### src/inc/aspm_pkg.sv
// package: register map, field layout, reset values and timing constants
// assumes a 40 MHz block clock and 32-bit AXI4-Lite register access
package aspm_pkg;

  // register byte offsets
  localparam logic [7:0] OFS_CTRL   = 8'h00;
  localparam logic [7:0] OFS_FTS    = 8'h04;
  localparam logic [7:0] OFS_LAT    = 8'h08;
  localparam logic [7:0] OFS_DEVCAP = 8'h0C;
  localparam logic [7:0] OFS_LNKCAP = 8'h10;
  localparam logic [7:0] OFS_STAT   = 8'h14;

  // control fields
  localparam int CTRL_XCVR_BIT = 0;
  localparam int CTRL_L1EN_BIT = 1;
  localparam int CTRL_CCLK_BIT = 2;
  localparam int CTRL_THR_LSB  = 4;
  localparam int THR_W         = 5;
  localparam logic [4:0] THR_MAX = 5'h1F;

  // fts fields
  localparam int FTS_CC_LSB = 0;
  localparam int FTS_SC_LSB = 8;

  // latency setting fields, three-bit codes
  localparam int LAT_L0S_ACC_LSB = 0;
  localparam int LAT_L1_ACC_LSB  = 3;
  localparam int LAT_L1X_CC_LSB  = 6;
  localparam int LAT_L1X_SC_LSB  = 9;

  // capability fields
  localparam int DEVCAP_L0S_LSB = 6;
  localparam int DEVCAP_L1_LSB  = 9;
  localparam int LNKCAP_L0S_BIT = 10;
  localparam int LNKCAP_L1_BIT  = 11;
  localparam int LNKCAP_L0SX_LSB = 12;
  localparam int LNKCAP_L1X_LSB  = 15;

  // reset values
  localparam logic [31:0] CTRL_RST = 32'h0000_01A6;
  localparam logic [31:0] FTS_RST  = 32'h0000_4020;
  localparam logic [31:0] LAT_RST  = 32'h0000_0000;

  // timing
  localparam int IDLE_STEP_NS  = 256;
  localparam int CLK_PERIOD_PS = 25000;
  localparam int FTS_NS        = 16;

  // idle threshold in cycles, rounded up
  function automatic logic [8:0] idle_cycles(input logic [4:0] code);
    int unsigned ps;
    ps = (int'(code) + 1) * IDLE_STEP_NS * 1000;
    return 9'((ps + CLK_PERIOD_PS - 1) / CLK_PERIOD_PS);
  endfunction : idle_cycles

  // l0s exit latency code from a fast training sequence count
  function automatic logic [2:0] l0s_exit_code(input logic [7:0] fts);
    int unsigned ns;
    ns = int'(fts) * FTS_NS;
    if (ns < 64)        return 3'h0;
    else if (ns < 128)  return 3'h1;
    else if (ns < 256)  return 3'h2;
    else if (ns < 512)  return 3'h3;
    else if (ns < 1024) return 3'h4;
    else if (ns < 2048) return 3'h5;
    else if (ns < 4096) return 3'h6;
    else                return 3'h7;
  endfunction : l0s_exit_code

endpackage : aspm_pkg

### src/rtl/aspm_cfg.sv
// link power management configuration with AXI4-Lite registers
// assumes inputs synchronous to CLK_I; one write and one read at a time
//
// What this block does
// - Transmitter enters L0s only after link idle for threshold, 256 ns steps.
// - Default idle threshold stays at or below 7 microseconds.
// - Integrated transceiver option forces largest idle threshold.
// - L0s acceptable latency reported read-only in device capabilities.
// - Common-clock FTS count advertised and used for L0s exit latency.
// - Separate-clock FTS count advertised and used for L0s exit latency.
// - L1 support bit follows enable, cleared with integrated transceiver.
// - L1 acceptable latency reported read-only in device capabilities.
// - Two L1 exit latency settings derive the L1 exit latency field.
`timescale 1ns/1ps
`default_nettype none
module aspm_cfg #(
  parameter int CNT_W = 9
) (
  // clock and reset
  input  wire logic        CLK_I,
  input  wire logic        RESET_I,
  // axi4-lite write address
  input  wire logic        S_AXI_AWVALID_I,
  output logic             S_AXI_AWREADY_O,
  input  wire logic [7:0]  S_AXI_AWADDR_I,
  // axi4-lite write data
  input  wire logic        S_AXI_WVALID_I,
  output logic             S_AXI_WREADY_O,
  input  wire logic [31:0] S_AXI_WDATA_I,
  input  wire logic [3:0]  S_AXI_WSTRB_I,
  // axi4-lite write response
  output logic             S_AXI_BVALID_O,
  input  wire logic        S_AXI_BREADY_I,
  output logic [1:0]       S_AXI_BRESP_O,
  // axi4-lite read address
  input  wire logic        S_AXI_ARVALID_I,
  output logic             S_AXI_ARREADY_O,
  input  wire logic [7:0]  S_AXI_ARADDR_I,
  // axi4-lite read data
  output logic             S_AXI_RVALID_O,
  input  wire logic        S_AXI_RREADY_I,
  output logic [31:0]      S_AXI_RDATA_O,
  output logic [1:0]       S_AXI_RRESP_O,
  // link side
  input  wire logic        LINK_IDLE_I,
  output logic             TX_L0S_O,
  output logic [7:0]       FTS_COUNT_O,
  // capability fields
  output logic             ASPM_L1_SUP_O,
  output logic [2:0]       L0S_ACC_LAT_O,
  output logic [2:0]       L1_ACC_LAT_O,
  output logic [2:0]       L0S_EXIT_LAT_O,
  output logic [2:0]       L1_EXIT_LAT_O
);

  localparam logic [1:0] RESP_OKAY   = 2'b00;
  localparam logic [1:0] RESP_SLVERR = 2'b10;

  if (CNT_W < 9) begin : g_chk
    $error("CNT_W too small for the largest idle threshold");
  end

  // byte-lane merge
  function automatic logic [31:0] merge(input logic [31:0] old_v,
                                        input logic [31:0] new_v,
                                        input logic [3:0]  strb);
    logic [31:0] r;
    r = old_v;
    for (int b = 0; b < 4; b++) begin
      if (strb[b]) begin
        r[8*b +: 8] = new_v[8*b +: 8];
      end
    end
    return r;
  endfunction : merge

  logic [31:0] ctrl_reg;
  logic [31:0] fts_reg;
  logic [31:0] lat_reg;

  // write channel state
  logic        aw_hold_reg;
  logic [7:0]  aw_addr_reg;
  logic        w_hold_reg;
  logic [31:0] w_data_reg;
  logic [3:0]  w_strb_reg;
  logic        bvalid_reg;
  logic [1:0]  bresp_reg;
  logic        aw_fire;
  logic        w_fire;
  logic        do_write;
  logic [7:0]  wr_addr;
  logic [31:0] wr_data;
  logic [3:0]  wr_strb;

  // read channel state
  logic        rvalid_reg;
  logic [31:0] rdata_reg;
  logic [1:0]  rresp_reg;
  logic        ar_fire;

  // derived configuration
  logic        xcvr_sel;
  logic        cclk_sel;
  logic [4:0]  thr_code;
  logic [CNT_W-1:0] thr_cyc;
  logic [7:0]  fts_cc;
  logic [7:0]  fts_sc;
  logic [7:0]  fts_sel;
  logic [2:0]  l1x_sel;
  logic        l1_sup;
  logic [31:0] devcap;
  logic [31:0] lnkcap;
  logic        l0s_state;

  assign S_AXI_AWREADY_O = !aw_hold_reg && !bvalid_reg;
  assign S_AXI_WREADY_O  = !w_hold_reg && !bvalid_reg;
  assign aw_fire  = S_AXI_AWVALID_I && S_AXI_AWREADY_O;
  assign w_fire   = S_AXI_WVALID_I && S_AXI_WREADY_O;
  assign do_write = (aw_hold_reg || aw_fire) && (w_hold_reg || w_fire);
  assign wr_addr  = aw_hold_reg ? aw_addr_reg : S_AXI_AWADDR_I;
  assign wr_data  = w_hold_reg ? w_data_reg : S_AXI_WDATA_I;
  assign wr_strb  = w_hold_reg ? w_strb_reg : S_AXI_WSTRB_I;

  always_ff @(posedge CLK_I) begin
    if (RESET_I || do_write) begin
      aw_hold_reg <= 1'b0;
    end else if (aw_fire) begin
      aw_hold_reg <= 1'b1;
    end
  end

  always_ff @(posedge CLK_I) begin
    if (aw_fire) begin
      aw_addr_reg <= S_AXI_AWADDR_I;
    end
  end

  always_ff @(posedge CLK_I) begin
    if (RESET_I || do_write) begin
      w_hold_reg <= 1'b0;
    end else if (w_fire) begin
      w_hold_reg <= 1'b1;
    end
  end

  always_ff @(posedge CLK_I) begin
    if (w_fire) begin
      w_data_reg <= S_AXI_WDATA_I;
      w_strb_reg <= S_AXI_WSTRB_I;
    end
  end

  // register writes, read-only ones ignore data
  always_ff @(posedge CLK_I) begin
    if (RESET_I) begin
      ctrl_reg <= aspm_pkg::CTRL_RST;
      fts_reg  <= aspm_pkg::FTS_RST;
      lat_reg  <= aspm_pkg::LAT_RST;
    end else if (do_write) begin
      unique case (wr_addr)
        aspm_pkg::OFS_CTRL: ctrl_reg <= merge(ctrl_reg, wr_data, wr_strb)
                                        & 32'h0000_01F7;
        aspm_pkg::OFS_FTS:  fts_reg  <= merge(fts_reg, wr_data, wr_strb)
                                        & 32'h0000_FFFF;
        aspm_pkg::OFS_LAT:  lat_reg  <= merge(lat_reg, wr_data, wr_strb)
                                        & 32'h0000_0FFF;
        default: ;
      endcase
    end
  end

  always_ff @(posedge CLK_I) begin
    if (RESET_I) begin
      bvalid_reg <= 1'b0;
      bresp_reg  <= RESP_OKAY;
    end else if (do_write) begin
      bvalid_reg <= 1'b1;
      bresp_reg  <= (wr_addr[1:0] == 2'b00 &&
                     wr_addr <= aspm_pkg::OFS_STAT) ? RESP_OKAY
                                                    : RESP_SLVERR;
    end else if (S_AXI_BREADY_I) begin
      bvalid_reg <= 1'b0;
    end
  end

  assign S_AXI_BVALID_O = bvalid_reg;
  assign S_AXI_BRESP_O  = bresp_reg;

  // read path
  assign S_AXI_ARREADY_O = !rvalid_reg;
  assign ar_fire = S_AXI_ARVALID_I && S_AXI_ARREADY_O;

  always_ff @(posedge CLK_I) begin
    if (RESET_I) begin
      rvalid_reg <= 1'b0;
      rdata_reg  <= 32'h0000_0000;
      rresp_reg  <= RESP_OKAY;
    end else if (ar_fire) begin
      rvalid_reg <= 1'b1;
      rresp_reg  <= RESP_OKAY;
      unique case (S_AXI_ARADDR_I)
        aspm_pkg::OFS_CTRL:   rdata_reg <= ctrl_reg;
        aspm_pkg::OFS_FTS:    rdata_reg <= fts_reg;
        aspm_pkg::OFS_LAT:    rdata_reg <= lat_reg;
        aspm_pkg::OFS_DEVCAP: rdata_reg <= devcap;
        aspm_pkg::OFS_LNKCAP: rdata_reg <= lnkcap;
        aspm_pkg::OFS_STAT:   rdata_reg <= {16'h0000, fts_sel,
                                            6'h00, l0s_state,
                                            LINK_IDLE_I};
        default: begin
          rdata_reg <= 32'h0000_0000;
          rresp_reg <= RESP_SLVERR;
        end
      endcase
    end else if (S_AXI_RREADY_I) begin
      rvalid_reg <= 1'b0;
    end
  end

  assign S_AXI_RVALID_O = rvalid_reg;
  assign S_AXI_RDATA_O  = rdata_reg;
  assign S_AXI_RRESP_O  = rresp_reg;

  // configuration decode
  assign xcvr_sel = ctrl_reg[aspm_pkg::CTRL_XCVR_BIT];
  assign cclk_sel = ctrl_reg[aspm_pkg::CTRL_CCLK_BIT];
  assign fts_cc   = fts_reg[aspm_pkg::FTS_CC_LSB +: 8];
  assign fts_sc   = fts_reg[aspm_pkg::FTS_SC_LSB +: 8];

  // reset code keeps under 7 us
  assign thr_code = xcvr_sel ? aspm_pkg::THR_MAX
                             : ctrl_reg[aspm_pkg::CTRL_THR_LSB +: 5];

  assign thr_cyc = CNT_W'(aspm_pkg::idle_cycles(thr_code));

  aspm_idle_timer #(
    .CNT_W (CNT_W)
  ) u_idle_timer (
    .clk_i  (CLK_I),
    .rst_i  (RESET_I),
    .idle_i (LINK_IDLE_I),
    .thr_i  (thr_cyc),
    .l0s_o  (l0s_state)
  );

  assign TX_L0S_O = l0s_state;

  assign fts_sel = cclk_sel ? fts_cc : fts_sc;
  assign l1x_sel = cclk_sel ? lat_reg[aspm_pkg::LAT_L1X_CC_LSB +: 3]
                            : lat_reg[aspm_pkg::LAT_L1X_SC_LSB +: 3];

  assign l1_sup = ctrl_reg[aspm_pkg::CTRL_L1EN_BIT] && !xcvr_sel;

  // capability words
  always_comb begin
    devcap = 32'h0000_0000;
    devcap[aspm_pkg::DEVCAP_L0S_LSB +: 3] =
      lat_reg[aspm_pkg::LAT_L0S_ACC_LSB +: 3];
    devcap[aspm_pkg::DEVCAP_L1_LSB +: 3] =
      lat_reg[aspm_pkg::LAT_L1_ACC_LSB +: 3];
  end

  always_comb begin
    lnkcap = 32'h0000_0000;
    lnkcap[aspm_pkg::LNKCAP_L0S_BIT] = 1'b1;
    lnkcap[aspm_pkg::LNKCAP_L1_BIT]  = l1_sup;
    lnkcap[aspm_pkg::LNKCAP_L0SX_LSB +: 3] =
      aspm_pkg::l0s_exit_code(fts_sel);
    lnkcap[aspm_pkg::LNKCAP_L1X_LSB +: 3] = l1x_sel;
  end

  // registered capability and link outputs
  always_ff @(posedge CLK_I) begin
    if (RESET_I) begin
      FTS_COUNT_O    <= 8'h00;
      ASPM_L1_SUP_O  <= 1'b0;
      L0S_ACC_LAT_O  <= 3'h0;
      L1_ACC_LAT_O   <= 3'h0;
      L0S_EXIT_LAT_O <= 3'h0;
      L1_EXIT_LAT_O  <= 3'h0;
    end else begin
      FTS_COUNT_O    <= fts_sel;
      ASPM_L1_SUP_O  <= lnkcap[aspm_pkg::LNKCAP_L1_BIT];
      L0S_ACC_LAT_O  <= devcap[aspm_pkg::DEVCAP_L0S_LSB +: 3];
      L1_ACC_LAT_O   <= devcap[aspm_pkg::DEVCAP_L1_LSB +: 3];
      L0S_EXIT_LAT_O <= lnkcap[aspm_pkg::LNKCAP_L0SX_LSB +: 3];
      L1_EXIT_LAT_O  <= lnkcap[aspm_pkg::LNKCAP_L1X_LSB +: 3];
    end
  end

endmodule : aspm_cfg
`default_nettype wire

### src/rtl/aspm_idle_timer.sv
// idle timer: raises the l0s request after a run of idle cycles
// assumes idle_i is synchronous to clk_i
`timescale 1ns/1ps
`default_nettype none
module aspm_idle_timer #(
  parameter int CNT_W = 9
) (
  // clock and reset
  input  wire logic             clk_i,
  input  wire logic             rst_i,
  // idle level and threshold in cycles
  input  wire logic             idle_i,
  input  wire logic [CNT_W-1:0] thr_i,
  // transmitter in l0s
  output logic                  l0s_o
);

  logic [CNT_W-1:0] cnt_reg;
  logic [CNT_W-1:0] cnt_next;

  assign cnt_next = (cnt_reg >= thr_i) ? cnt_reg : cnt_reg + 1'b1;

  always_ff @(posedge clk_i) begin
    if (rst_i || !idle_i) begin
      cnt_reg <= '0;
    end else begin
      cnt_reg <= cnt_next;
    end
  end

  always_ff @(posedge clk_i) begin
    if (rst_i || !idle_i) begin
      l0s_o <= 1'b0;
    end else if (cnt_reg + 1'b1 >= thr_i) begin
      l0s_o <= 1'b1;
    end
  end

endmodule : aspm_idle_timer
`default_nettype wire

### config.mk
export PLATFORM = sky130hd
export DESIGN_NAME = aspm_cfg
export DESIGN_NICKNAME = d
export VERILOG_FILES = /design/src/inc/aspm_pkg.sv /design/src/rtl/aspm_cfg.sv /design/src/rtl/aspm_idle_timer.sv
export SDC_FILE = /design/constraint.sdc
export NUM_CORES = 1
export LEC_CHECK = 0
export ABC_AREA = 0
export BUFFER_PORTS_ARGS = -buffer_cell sky130_fd_sc_hd__clkbuf_2
export CAP_MARGIN = 20
export CORE_ASPECT_RATIO = 1.1
export CORE_MARGIN = 3
export CORE_UTILIZATION = 45
export DETAILED_ROUTE_END_ITERATION = 10
export GPL_TIMING_DRIVEN = 0
export MAX_ROUTING_LAYER = met4
export PLACE_DENSITY_LB_ADDON = 0.3
export SYNTH_ARGS = -nofsm -noshare
export SYNTH_HDL_FRONTEND = slang
export SYNTH_SLANG_ARGS = --single-unit
export TNS_END_PERCENT = 100
### constraint.sdc
create_clock -name CLK_I -period 23.2 [get_ports CLK_I]
set_input_delay 1.16 -clock CLK_I [delete_from_list [all_inputs] [get_ports CLK_I]]
set_output_delay 1.16 -clock CLK_I [all_outputs]
set_load 0.01 [all_outputs]
==> metrics.log <==
[metrics] Period minus WS final: 21.63 ns
[metrics] Post-Syn Instances: 1581
[metrics] final setup violation count: 0
[metrics] result of the run: finished, final reports clean
[metrics] CTS clk-pin slew, worst paths: 0.05 ns
[metrics] final weighted congestion in routability-driven placement: 0.960
[metrics] top cell type by total area after synthesis: sky130_fd_sc_hd__dfxtp_1
[metrics] clock latency reported for the late side of the worst-skew pair: 0.40 ns
[metrics] post-layout util: 0.522
[metrics] most frequent cell after synthesis: sky130_fd_sc_hd__nor2_1
[metrics] remaining antenna violation count: 0
[metrics] antenna diode count: 0
[metrics] detail-routed via count per cell: 6.07
[metrics] sequential element share of the synthesized area: 0.209
[metrics] worst clock skew: 0.00751 ns
[metrics] part of the total power dissipated in the clock network: 0.177
[metrics] Post-Route WL: 36.7 mm
[metrics] CTS Sinks: 117
[metrics] area growth from synthesis to layout: 13.9%
[metrics] global route total overflow: 0
[metrics] Final period util: 0.932
[metrics] chip width: 164 um
[metrics] most common flop cell mapped by yosys: sky130_fd_sc_hd__dfxtp_1
[metrics] DRT Pass-1 Iters: 6
[metrics] global-route usage over all layers: 0.246
[metrics] IO Port Bufs: 86
[metrics] EDFF count, synth: 26
[metrics] proportion of power drawn by combinational gates: 0.663
[metrics] top post-synthesis cells by area: sky130_fd_sc_hd__dfxtp_1, sky130_fd_sc_hd__edfxtp_1, sky130_fd_sc_hd__ha_1
[metrics] count of final max-slew check failures: 0
[metrics] design internal power: 727 uW
[metrics] critical path's largest stage delay: 0.53 ns
[metrics] reported net switching power: 659 uW
[metrics] worst path required time: 23.47 ns
[metrics] starting density of the core: 0.458
[metrics] die area: 29700 um^2
[metrics] Power Density: 97.9 nW/um^2
[metrics] count of routing violations after the opening detailed-route iteration: 1107
[metrics] number of flip-flops and latches in the synthesized netlist: 117
[metrics] placed wire-length estimate: 29.3 mm
[metrics] Root Buffer: sky130_fd_sc_hd__clkbuf_16
[metrics] fraction of registers with async set or reset after synthesis: 0
[metrics] Hold Crit Class: register to register
[metrics] hold buffer count at CTS: 0
[metrics] Slew headroom: 0.295
[metrics] data arrival time at the worst-slack endpoint: 21.90 ns
[metrics] most frequent CP cell: sky130_fd_sc_hd__ha_1
[metrics] Avg WL per Cell: 17.6 um
[metrics] number of global-route vias before repair: 11900
[metrics] number of standard-cell rows in the floorplan: 63
[metrics] via count: 12700
[metrics] Netlist Area Pre-Place: 12400 um^2
[metrics] H-tree depth: 4
[metrics] Startpoint Class: register
[metrics] critical path endpoint category: register
[metrics] maximum number of pins on one net before global-route repair: 21
[metrics] DRC violations left: 0
[metrics] CP max-delay cell: sky130_fd_sc_hd__fa_1
[metrics] die boundary height: 180 um
[metrics] area of the core region: 27100 um^2
[metrics] critical path class: register to register
[metrics] number of ports placed on the die boundary: 123
[metrics] initial antenna violation count: 0
[metrics] Max rail drop VDD: 153 uV
[metrics] Flop pwr share: 0.159
[metrics] global-route wire length before repair: 59.5 mm
[metrics] worst slew pin tran: 1.04 ns
[metrics] switching share of power: 0.476
[metrics] final cell count without fillers: 2086
[metrics] number of buffers on the longest clock path: 2
[metrics] synthesized area per cell: 7.86 um^2
[metrics] count of distinct cell types in the synthesized netlist: 108
[metrics] highest clock rate: 46.2 MHz
[metrics] Fin. Hold Viols: 0
[metrics] flip-flop count of the largest register, all copies and words added: 18
[metrics] cell count after placement: 2040
[metrics] cell leakage power: 0.00568 uW
[metrics] max capacitance violation total: 0
[metrics] number of warnings printed during yosys synthesis: 0
[metrics] fraction of final layout cells sized beyond drive strength 1: 0.154
[metrics] maximum fanout along the worst path: 11
[metrics] Yosys top cell area share: 0.147
[metrics] TritonCTS clock tree: built
[metrics] count of fill cells added during filler insertion: 2695
[metrics] fin nets: 1850
[metrics] leading post-synthesis cells by instance count: sky130_fd_sc_hd__nor2_1, sky130_fd_sc_hd__nand2_1, sky130_fd_sc_hd__dfxtp_1
[metrics] number of buffers created by CTS: 17
-- worst max-delay path, delay by kind of cell, from the launching register on --
kind	cells	cell delay, ns
and+or+nand+nor	32	6.87
AOI/OAI and AO/OA	25	5.90
adders and majority gates	13	4.10
buffers and inverters	16	2.94
xor gates and xnor gates	4	0.93
muxes	2	0.42
DFF	1	0.30
-- through the flow --
stage / hold slack, ns / total power (uW) / setup TNS (ns) / setup slack [ns] / cell area [um^2]
floorplan: 0.471 / 918 / 0 / 3.52 / 12500
global placement: 0.463 / 1090 / -3.33 / -0.398 / 13400
detailed placement: 0.474 / 1100 / -7.08 / -0.822 / 13400
CTS: 0.491 / 1350 / 0 / 0.140 / 14000
global route: 0.508 / 1490 / -0.0264 / -0.0147 / 14200
finish: 0.487 / 1390 / 0 / 1.57 / 14200
-- layout make-up --
cell class                      instances  area, um^2  share of cell area
Timing Repair Buffer                  102         547              0.0386
Tap cell                              357         447              0.0316
Buffer                                 75         377              0.0266
Clock buffer                           21         450              0.0318
Multi-Input combinational cell       1345        9400               0.664
Inverter                               58         218              0.0154
Sequential cell                       117        2600               0.184
Clock inverter                         11         109             0.00769
-- power groups by stage --
| stage | logic (uW) | clock network [uW] | registers [uW] |
|---|---|---|---|
| 2_1_floorplan | 694 | 0 | 225 |
| 4_1_cts | 884 | 248 | 221 |
| 6_report | 919 | 245 | 221 |
| 3_3_place_gp | 863 | 0 | 225 |
| 5_1_grt | 1010 | 258 | 222 |
| 3_5_place_dp | 878 | 0 | 225 |
-- final timing paths --
kind / startpoint / slack [ns] / to / cells past startpoint
worst min-delay path: S_AXI_RDATA_O[17] / 0.49 / S_AXI_RDATA_O[17] / 2
worst max register to register: ctrl_reg[0] / 1.57 / u_idle_timer.cnt_reg[8] / 92
worst max-delay path: ctrl_reg[0] / 1.57 / u_idle_timer.cnt_reg[8] / 92
worst min register to register: S_AXI_RDATA_O[17] / 0.49 / S_AXI_RDATA_O[17] / 2
-- metal layers --
layer,GRT usage,up-vias,wire length (um)
li1,-,6160,-
met5,-,-,0
met3,0.0299,72,1880
met1,0.302,5959,15600
met2,0.418,465,18200
met4,0.0809,0,989
-- placed cells by master, fill, tap and decap left out, drive strengths merged, types with 18 or more instances in the layout --
cell	n
mux2i	47
nand2b	27
edfxtp	26
xor2	42
nand2	124
a21oi	88
nor2	191
and2	19
a31oi	25
buf	51
xnor2	61
a21o	19
inv	56
a22oi	22
nand3	59
o21ai	88
o211ai	26
nor3	45
and3	23
or2	18
a211oi	48
ha	62
clkbuf	147
nor2b	22
dfxtp	91
-- kinds of logic after synthesis --
kind of cell	after synthesis	share of synthesized area
simple gates	624	0.258
fa+ha+maj	75	0.0825
buf+inv	134	0.0480
other cells	1	0.000302
mux	62	0.0524
xor+xnor	103	0.0783
flops	117	0.209
compound gates	465	0.271
-- repair_timing --
| action | in CTS | in global routing |
|---|---|---|
| buffers inserted | 0 | 15 |
| gates resized for setup | 5 | 15 |
| pin swaps | 0 | 8 |
| endpoints found under the setup margin | 9 | 10 |
| hold endpoints to repair | 0 | 0 |
No activity file was read; power rests on OpenSTA's default activity.
